**src/core/rrs_pkg.sv**
```systemverilog
// Package for the request sideband framer: field layout, widths, states
package rrs_pkg;

  // ---------------------------------------------------------------
  // Sideband field layout
  // ---------------------------------------------------------------
  localparam int RRS_SB_W = 16;
  localparam int RRS_HEAD_LSB = 0;
  localparam int RRS_TAIL_LSB = 4;
  localparam int RRS_OFS_LSB = 8;
  localparam int RRS_ABORT_BIT = 11;
  localparam int RRS_HINT_BIT = 12;
  localparam int RRS_HTYPE_LSB = 13;
  localparam int RRS_INDIR_BIT = 15;
  localparam int RRS_STEER_W = 8;
  localparam int RRS_TBL_IDX_W = 4;
  localparam int RRS_TBL_DEPTH = 16;

  // ---------------------------------------------------------------
  // Reset values
  // ---------------------------------------------------------------
  localparam logic [3:0] RRS_MASK_RST = 4'h0;
  localparam logic [2:0] RRS_OFS_RST = 3'h0;
  localparam logic [1:0] RRS_HTYPE_RST = 2'h0;
  localparam logic [7:0] RRS_STEER_RST = 8'h00;

  // Captured per-packet header
  typedef struct packed {
    logic [3:0] head_dword_byte_mask;
    logic [3:0] tail_dword_byte_mask;
    logic [2:0] payload_offset;
    logic hint_present;
    logic [1:0] hint_type;
    logic [7:0] steer_value;
  } rrs_hdr_t;

  typedef enum logic [1:0] {
    RRS_IDLE = 2'b01,
    RRS_BODY = 2'b10
  } rrs_state_t;

endpackage : rrs_pkg

```
**src/core/rrs_framer.sv**
```systemverilog
// Requester request sideband capture, abort tracking and steering insertion
`timescale 1ns/100ps
module rrs_framer
  import rrs_pkg::*;
(
  input wire logic i_clk_sys,
  input wire logic i_rst_n,
  input wire logic i_req_stream_valid,
  input wire logic i_req_stream_last,
  input wire logic [RRS_SB_W-1:0] i_req_stream_sideband,
  input wire logic [RRS_STEER_W-1:0] i_steer_value,
  input wire logic i_link_ready,
  input wire logic i_tbl_wr_en,
  input wire logic [RRS_TBL_IDX_W-1:0] i_tbl_wr_idx,
  input wire logic [RRS_STEER_W-1:0] i_tbl_wr_value,
  output logic o_req_stream_ready,
  output logic o_beat,
  output logic o_first_beat,
  output rrs_hdr_t o_hdr,
  output logic o_hdr_valid,
  output logic o_abort,
  output logic o_nullify
);

  // ---------------------------------------------------------------
  // State
  // ---------------------------------------------------------------
  typedef struct packed {
    rrs_state_t fsm;
    rrs_hdr_t hdr;
    logic hdr_valid;
    logic abort_held;
    logic nullify;
  } rrs_st_t;

  rrs_st_t st;
  rrs_st_t next_st;
  logic beat;
  logic first;
  logic abort_now;
  logic [RRS_STEER_W-1:0] tbl_value;
  rrs_hdr_t cap;

  rrs_steer_table u_tbl (
    .i_clk_sys(i_clk_sys),
    .i_rst_n(i_rst_n),
    .i_wr_en(i_tbl_wr_en),
    .i_wr_idx(i_tbl_wr_idx),
    .i_wr_value(i_tbl_wr_value),
    .i_rd_idx(i_steer_value[RRS_TBL_IDX_W-1:0]),
    .o_rd_value(tbl_value)
  );

  assign o_req_stream_ready = i_link_ready;
  assign beat = i_req_stream_valid & o_req_stream_ready;
  assign first = beat & (st.fsm == RRS_IDLE);
  // Abort ignored on the first beat
  assign abort_now = beat & !first & i_req_stream_sideband[RRS_ABORT_BIT];

  // ---------------------------------------------------------------
  // Field capture
  // ---------------------------------------------------------------
  always_comb begin
    cap.head_dword_byte_mask = i_req_stream_sideband[RRS_HEAD_LSB +: 4];
    cap.tail_dword_byte_mask = i_req_stream_sideband[RRS_TAIL_LSB +: 4];
    cap.payload_offset = i_req_stream_sideband[RRS_OFS_LSB +: 3];
    cap.hint_present = i_req_stream_sideband[RRS_HINT_BIT];
    cap.hint_type = i_req_stream_sideband[RRS_HTYPE_LSB +: 2];
    if (i_req_stream_sideband[RRS_INDIR_BIT]) begin
      cap.steer_value = tbl_value;
    end else begin
      cap.steer_value = i_steer_value;
    end
  end

  // ---------------------------------------------------------------
  // Packet tracking
  // ---------------------------------------------------------------
  always_comb begin
    next_st = st;
    next_st.nullify = 1'b0;
    if (first) begin
      next_st.hdr = cap;
      next_st.hdr_valid = 1'b1;
      next_st.abort_held = 1'b0;
    end
    if (abort_now) begin
      next_st.abort_held = 1'b1;
    end
    unique case (st.fsm)
      RRS_IDLE: begin
        if (beat && !i_req_stream_last) begin
          next_st.fsm = RRS_BODY;
        end
      end
      RRS_BODY: begin
        if (beat && i_req_stream_last) begin
          next_st.fsm = RRS_IDLE;
        end
      end
      default: begin
        next_st.fsm = RRS_IDLE;
      end
    endcase
    if (beat && i_req_stream_last) begin
      next_st.nullify = st.abort_held | abort_now;
      next_st.abort_held = 1'b0;
    end
  end

  always_ff @(posedge i_clk_sys) begin
    if (!i_rst_n) begin
      st.fsm <= RRS_IDLE;
      st.hdr <= '{
        head_dword_byte_mask: RRS_MASK_RST,
        tail_dword_byte_mask: RRS_MASK_RST,
        payload_offset: RRS_OFS_RST,
        hint_present: 1'b0,
        hint_type: RRS_HTYPE_RST,
        steer_value: RRS_STEER_RST
      };
      st.hdr_valid <= 1'b0;
      st.abort_held <= 1'b0;
      st.nullify <= 1'b0;
    end else begin
      st <= next_st;
    end
  end

  assign o_beat = beat;
  assign o_first_beat = first;
  assign o_hdr = st.hdr;
  assign o_hdr_valid = st.hdr_valid;
  assign o_abort = st.abort_held;
  assign o_nullify = st.nullify;
endmodule : rrs_framer

```
**src/core/rrs_steer_table.sv**
```systemverilog
// Steering value table: software write port, combinational lookup
`timescale 1ns/100ps
module rrs_steer_table
  import rrs_pkg::*;
(
  input wire logic i_clk_sys,
  input wire logic i_rst_n,
  input wire logic i_wr_en,
  input wire logic [RRS_TBL_IDX_W-1:0] i_wr_idx,
  input wire logic [RRS_STEER_W-1:0] i_wr_value,
  input wire logic [RRS_TBL_IDX_W-1:0] i_rd_idx,
  output logic [RRS_STEER_W-1:0] o_rd_value
);

  typedef struct packed {
    logic [RRS_TBL_DEPTH-1:0][RRS_STEER_W-1:0] entry;
  } rrs_tbl_t;

  rrs_tbl_t st;
  rrs_tbl_t next_st;

  always_comb begin
    next_st = st;
    if (i_wr_en) begin
      next_st.entry[i_wr_idx] = i_wr_value;
    end
  end

  always_ff @(posedge i_clk_sys) begin
    if (!i_rst_n) begin
      st <= '0;
    end else begin
      st <= next_st;
    end
  end

  assign o_rd_value = st.entry[i_rd_idx];

endmodule : rrs_steer_table

```
**config.mk**
```make
export PLATFORM = sky130hd
export DESIGN_NAME = rrs_framer
export DESIGN_NICKNAME = d
export VERILOG_FILES = /design/src/core/rrs_pkg.sv /design/src/core/rrs_framer.sv /design/src/core/rrs_steer_table.sv
export SDC_FILE = /design/constraint.sdc
export NUM_CORES = 1
export LEC_CHECK = 0
export BUFFER_PORTS_ARGS = -buffer_cell sky130_fd_sc_hd__buf_2
export CAP_MARGIN = 0
export CELL_PAD_IN_SITES_DETAIL_PLACEMENT = 0
export CELL_PAD_IN_SITES_GLOBAL_PLACEMENT = 2
export CORE_MARGIN = 4
export CORE_UTILIZATION = 34
export DETAILED_ROUTE_END_ITERATION = 8
export GPL_TIMING_DRIVEN = 0
export PLACE_DENSITY_LB_ADDON = 0.1
export SETUP_SLACK_MARGIN = 0.5
export SLEW_MARGIN = 20
export SYNTH_ARGS = -nofsm -noshare
export SYNTH_HDL_FRONTEND = slang
export SYNTH_SLANG_ARGS = --single-unit
export TNS_END_PERCENT = 20
```
**constraint.sdc**
```tcl
create_clock -name i_clk_sys -period 1.39 [get_ports i_clk_sys]
set_input_delay 0.139 -clock i_clk_sys [delete_from_list [all_inputs] [get_ports i_clk_sys]]
set_output_delay 0.139 -clock i_clk_sys [all_outputs]
set_load 0.01 [all_outputs]
```
## Yosys cells after proc, flatten, opt, wreduce, memory -nomap -nowiden

Index checks and enable logic that the tools add are counted.

- Input bits: 42
- Word-level logic and storage cells: 59
- Register bits: 155

- Magnitude comparators: 3
- Reductions and logical operators: 9
- Muxes and demuxes: 11
- Bitwise gates (word level): 6
- Equality and inequality tests: 4

Operators with widths:

| cell | count |
|---|---|
| $bwmux W128 | 1 |
| $bmux W8 S4 | 1 |
| $demux W8 S4 | 1 |
| $mux W8 | 3 |
| $lt A4 B5 Y1 const B | 2 |
| $and A1 B1 Y1 | 4 |
| $ge A4 B1 Y1 const B | 1 |
| $mux W2 | 2 |
| $pmux W2 S2 | 1 |
| $reduce_and A2 Y1 | 2 |
| $logic_and A1 B1 Y1 | 3 |
| $eq A2 B1 Y1 const B | 1 |
| $eq A2 B2 Y1 const B | 1 |
| $logic_not A1 Y1 | 2 |
| $mux W1 | 2 |
| $ne A2 B1 Y1 const B | 1 |
| $ne A2 B2 Y1 const B | 1 |
| $reduce_bool A2 Y1 | 1 |
| $reduce_or A2 Y1 | 1 |
| $not A1 Y1 | 1 |
| $or A1 B1 Y1 | 1 |

## Longest topological paths before layout

- Depth in word-level cells: 6
- Mapped depth: 7
- Mapped depth without buffers: 6

## Hierarchy

Synthesis repeated with hierarchy kept, for this count alone.

- Cells, all modules: 829
- Area total of the unflattened synthesis: 7827.5 sq um

By module, submodules not included:

| module | area an instance (sq um) | seq. area each (sq um) | cells an instance | instances |
|---|---|---|---|---|
| rrs_steer_table | 6497.5 | 2562.5 | 690 | 1 |
| rrs_framer | 1330.0 | 540.5 | 139 | 1 |

## Worst setup path before layout

No wires, ideal clock.

- Path kind: reg-to-reg
- Start: register u_tbl.st[59] (netlist bit)
- End: register st, in the netlist o_hdr[3]
- Library setup time: 0.117 ns
- Arrival: 1.399 ns
- Clock period less this slack: 1.516 ns
- Stages on the path, launching flop included: 5
- Setup slack: -0.126 ns
- Path through: dfxtp_1 > mux4_2 > and3_1 > a311o_1 > a32o_1

- Longest elaborated chain between the ends: 3

Ends and longest elaborated chain:

| item | line | text |
|---|---|---|
| start, declared | rrs_steer_table.sv:19 | `rrs_tbl_t st;` |
| start signal, assigned | rrs_steer_table.sv:33 | `st <= next_st;` |
| $bmux W8 S4 | rrs_steer_table.sv:37 | `assign o_rd_value = st.entry[i_rd_idx];` |
| $mux W8 (not written as such) | rrs_steer_table.sv:37 |  |
| $mux W8 | rrs_framer.sv:69 | `if (i_req_stream_sideband[RRS_INDIR_BIT]) begin` |
| end signal, assigned | rrs_framer.sv:126 | `st <= next_st;` |
| end, declared | rrs_framer.sv:36 | `rrs_st_t st;` |

Every way passes these cells. The select of a mux whose other input is x is not followed.
A chain may end at the register's enable or synchronous reset.

## Final worst setup path

Same ends and word-level chain as after synthesis.

==> out/results.ini <==
[synthesis]
yosysUniqueCellTypes=44
avgSynthCellArea_um2=9.514
yosys_warnings=0
syn_inst=770
ys.flop_type=dfxtp_1
ys_seq_area_frac=0.4236
syn_nets=812
synth_edf_count=0
synth_area_um2=7326
async_flop_share=0
ys_ff_latch=155

[run_status]
violations=negative setup slack
status=complete, but fails checks

[place]
detailed_place_hpwl_mm=18.27
gp_congestion=0.8283
port_buffers=66
placed_area_um2=8051

[routing]
antenna_left=0
dr.pass1.iters=5
drtIter0Drc=468
drc=0
dr_total_vias=6209
totalWireLength_mm=26.74
vias_per_cell=5.249
wl_per_cell_um=22.60

[grt]
antenna_found_initial=0
grt_pass1_vias=6214
overflow=0
grt_max_degree=17
grt_first_pass_wirelength_mm=39.43
track_usage=0.2212

[pwr]
p_comb_frac=0.118
sw_frac_of_total=0.2423
sequentialPowerShare=0.422
power.density_nw_per_um2=1094
power_frac_clock=0.460
internal_power_w=0.008217
leakagePower_nw=3.902
vdd_drop_max_mv=0.8127
power.switching_w=0.002627

[critical_path]
cp_cell_sequence=mux4_2 -> and3_1 -> a311o_1 -> a32o_1
critical_path_required_ns=1.70
startpoint=u_tbl.st[59]$_SDFFE_PN0P_
r2r-start=u_tbl.st[59]$_SDFFE_PN0P_
path_max_fanout=2
regToRegEndpoint=o_hdr[3]$_SDFFE_PN0P_
startpoint_type=register
cp_slowest_cell=mux4_2
r2r_cells=4
r2r_slack_ns=-0.19
cp_data_arrival_time_ns=1.90
critical_path_class=register to register
cpPeakStageDelay_ns=0.47
endpoint_kind=register

[clock_tree]
clock-sinks=155
h-tree-depth=4
path_clk_slew_ns=0.06
cts_tree=yes
clk_latency_ns=0.42
cts_made_buffers=17
clockRootBuffer=clkbuf_16
clockBufferDepth=2

[floorplan]
die_h_um=154.8
start_util=0.3474
design.core.area_um2=21090
io_pins=70
dieArea_um2=23960
rows=53
die_w_um=154.8

[sta]
tightestPinTransition_ns=0.6053
hold_violations=0
setup_slack_ns=-0.1944
fmaxAchievable_mhz=631.2
rsz0062_at_grt=true
slew_headroom=0.5965
slew_violations=0
tns_ns=-0.5851
clock_skew_ns=0.004894
finalCritPeriodShare=1.140
fin_hold_ws_ns=0.02293
post-route-min-period_ns=1.584
setup_violations=7

[final_layout]
utilization=0.4703
antenna_cells=0
postLayoutCellArea_um2=9917
nFillCells=1981
nets=937
layout-drive-gt1-share=0.3568
multi_input_area_um2=4026
seqCellArea_um2=3137
synthToLayoutAreaGrowth_pct=35.37

[job]
cap_violations=0

[hold_path]
holdPathEnd=o_hdr[5]$_SDFFE_PN0P_
hold_class=input port to register
worstHoldStart=i_steer_value[5]
hold_depth=3

[Yosys cell counts, drive strengths merged, types with 2 or more instances]
cell type	number	area share
dfxtp	155	0.42
nand2	115	0.059
a21boi	94	0.096
o21ai	79	0.054
mux2i	67	0.092
nor2b	54	0.046
clkbuf	47	0.028
buf	43	0.043
mux4	23	0.076
nand3	17	0.012
nor2	11	0.0056
and3	8	0.0068
nor3	7	0.0061
nand2b	6	0.0051
o211ai	6	0.0061
a22o	5	0.0060
o221ai	5	0.0060
nor4b	4	0.0048
nand3b	3	0.0031
and2	2	0.0017
inv	2	0.0010
nor3b	2	0.0027
nor4	2	0.0017
o31ai	2	0.0020
or3	2	0.0017
[registers in the layout, summed over array words and instances, names as in the netlist]
name and count:
o_nullify 1, st 2, o_abort 1, o_hdr_valid 1, o_hdr 22, u_tbl.st 128
[cells in the final DEF, fill, tap and decap left out, drive strengths merged, types with 2 or more instances in the layout]
cell type and instances:
o31ai 2, nor2b 54, o211ai 6, nand2 115
nand3 17, inv 2, and2 2, dfxtp 155
nor3b 2, bufinv 4, and3 8, mux4 23
mux2i 67, nor4 2, nand2b 6, nor4b 4
o221ai 5, buf 140, dlygate4sd3 16, nor3 7
a21boi 94, or3 2, nand3b 3, o21ai 79
nor2 11, clkinv 7, a22o 5, clkbuf 60
[worst max path at each step]
stage                     depth (start not counted)                    endpoint  slack (ns)
after global placement                            5  u_tbl.st[103]$_SDFFE_PN0P_       -0.61
final                                             4       o_hdr[3]$_SDFFE_PN0P_       -0.19
after CTS                                         4       o_hdr[3]$_SDFFE_PN0P_       -0.19
after global routing                              4       o_hdr[3]$_SDFFE_PN0P_       -0.22
after detailed placement                          5  u_tbl.st[103]$_SDFFE_PN0P_       -0.67
after floorplan                                   4       o_hdr[3]$_SDFFE_PN0P_       -0.06
[kinds of logic after synthesis]
family                 share of synthesized area
AND/OR/NAND/NOR                           0.1576
AO/OA/AOI/OAI                             0.1795
flip-flops                                0.4236
buffers and inverters                    0.07191
multiplexers                              0.1674
[timing repair]
| action | CTS | global route |
|---|---|---|
| gates resized for setup | 257 | 98 |
| pin swaps | 44 | 15 |
| endpoints found under the setup margin | 181 | 166 |
| gates cloned | 0 | 3 |
| hold buffers | 16 | 0 |
| buffers inserted | 19 | 2 |
| hold endpoints to repair | 17 | 0 |
[layout make-up]
| cell class | count | share of cell area |
|---|---|---|
| Buffer | 90 | 0.08542 |
| Clock buffer | 20 | 0.04605 |
| Clock inverter | 12 | 0.01716 |
| Inverter | 2 | 0.001009 |
| Multi-Input combinational cell | 523 | 0.4060 |
| Sequential cell | 155 | 0.3163 |
| Tap cell | 275 | 0.03470 |
| Timing Repair Buffer | 106 | 0.09336 |
[through the flow]
step	cells	setup WS, ns	total power (W)
detailed placement	1111	-0.6696	0.005632
finish	1183	-0.1944	0.01084
CTS	1178	-0.1903	0.01084
floorplan	770	-0.05531	0.005224
global route	1183	-0.2156	0.01122
global placement	1111	-0.6081	0.005622
[critical path: cells and delay by family, from the launching register on]
family | cells | cell delay, ns
multiplexers | 1 | 0.47
AO/OA/AOI/OAI | 2 | 0.50
AND/OR/NAND/NOR | 1 | 0.18
flip-flops | 1 | 0.33
[power groups by stage]
stage,Sequential [W],Clock (W),Combinational (W)
after CTS,0.00458,0.00507,0.00120
after global placement,0.00466,0,0.000961
after floorplan,0.00465,0,0.000572
after detailed placement,0.00466,0,0.000967
final,0.00458,0.00499,0.00128
after global routing,0.00458,0.00527,0.00136
[routing by layer]
layer | global-route usage | routed length (µm) | vias up
met5 | 0 | 0 | -
met4 | 0.07780 | 713 | 0
met3 | 0.04729 | 1608 | 34
met2 | 0.3804 | 13370 | 215
met1 | 0.2741 | 11040 | 3024
li1 | - | - | 2936
(Power assumes the default switching activity.)
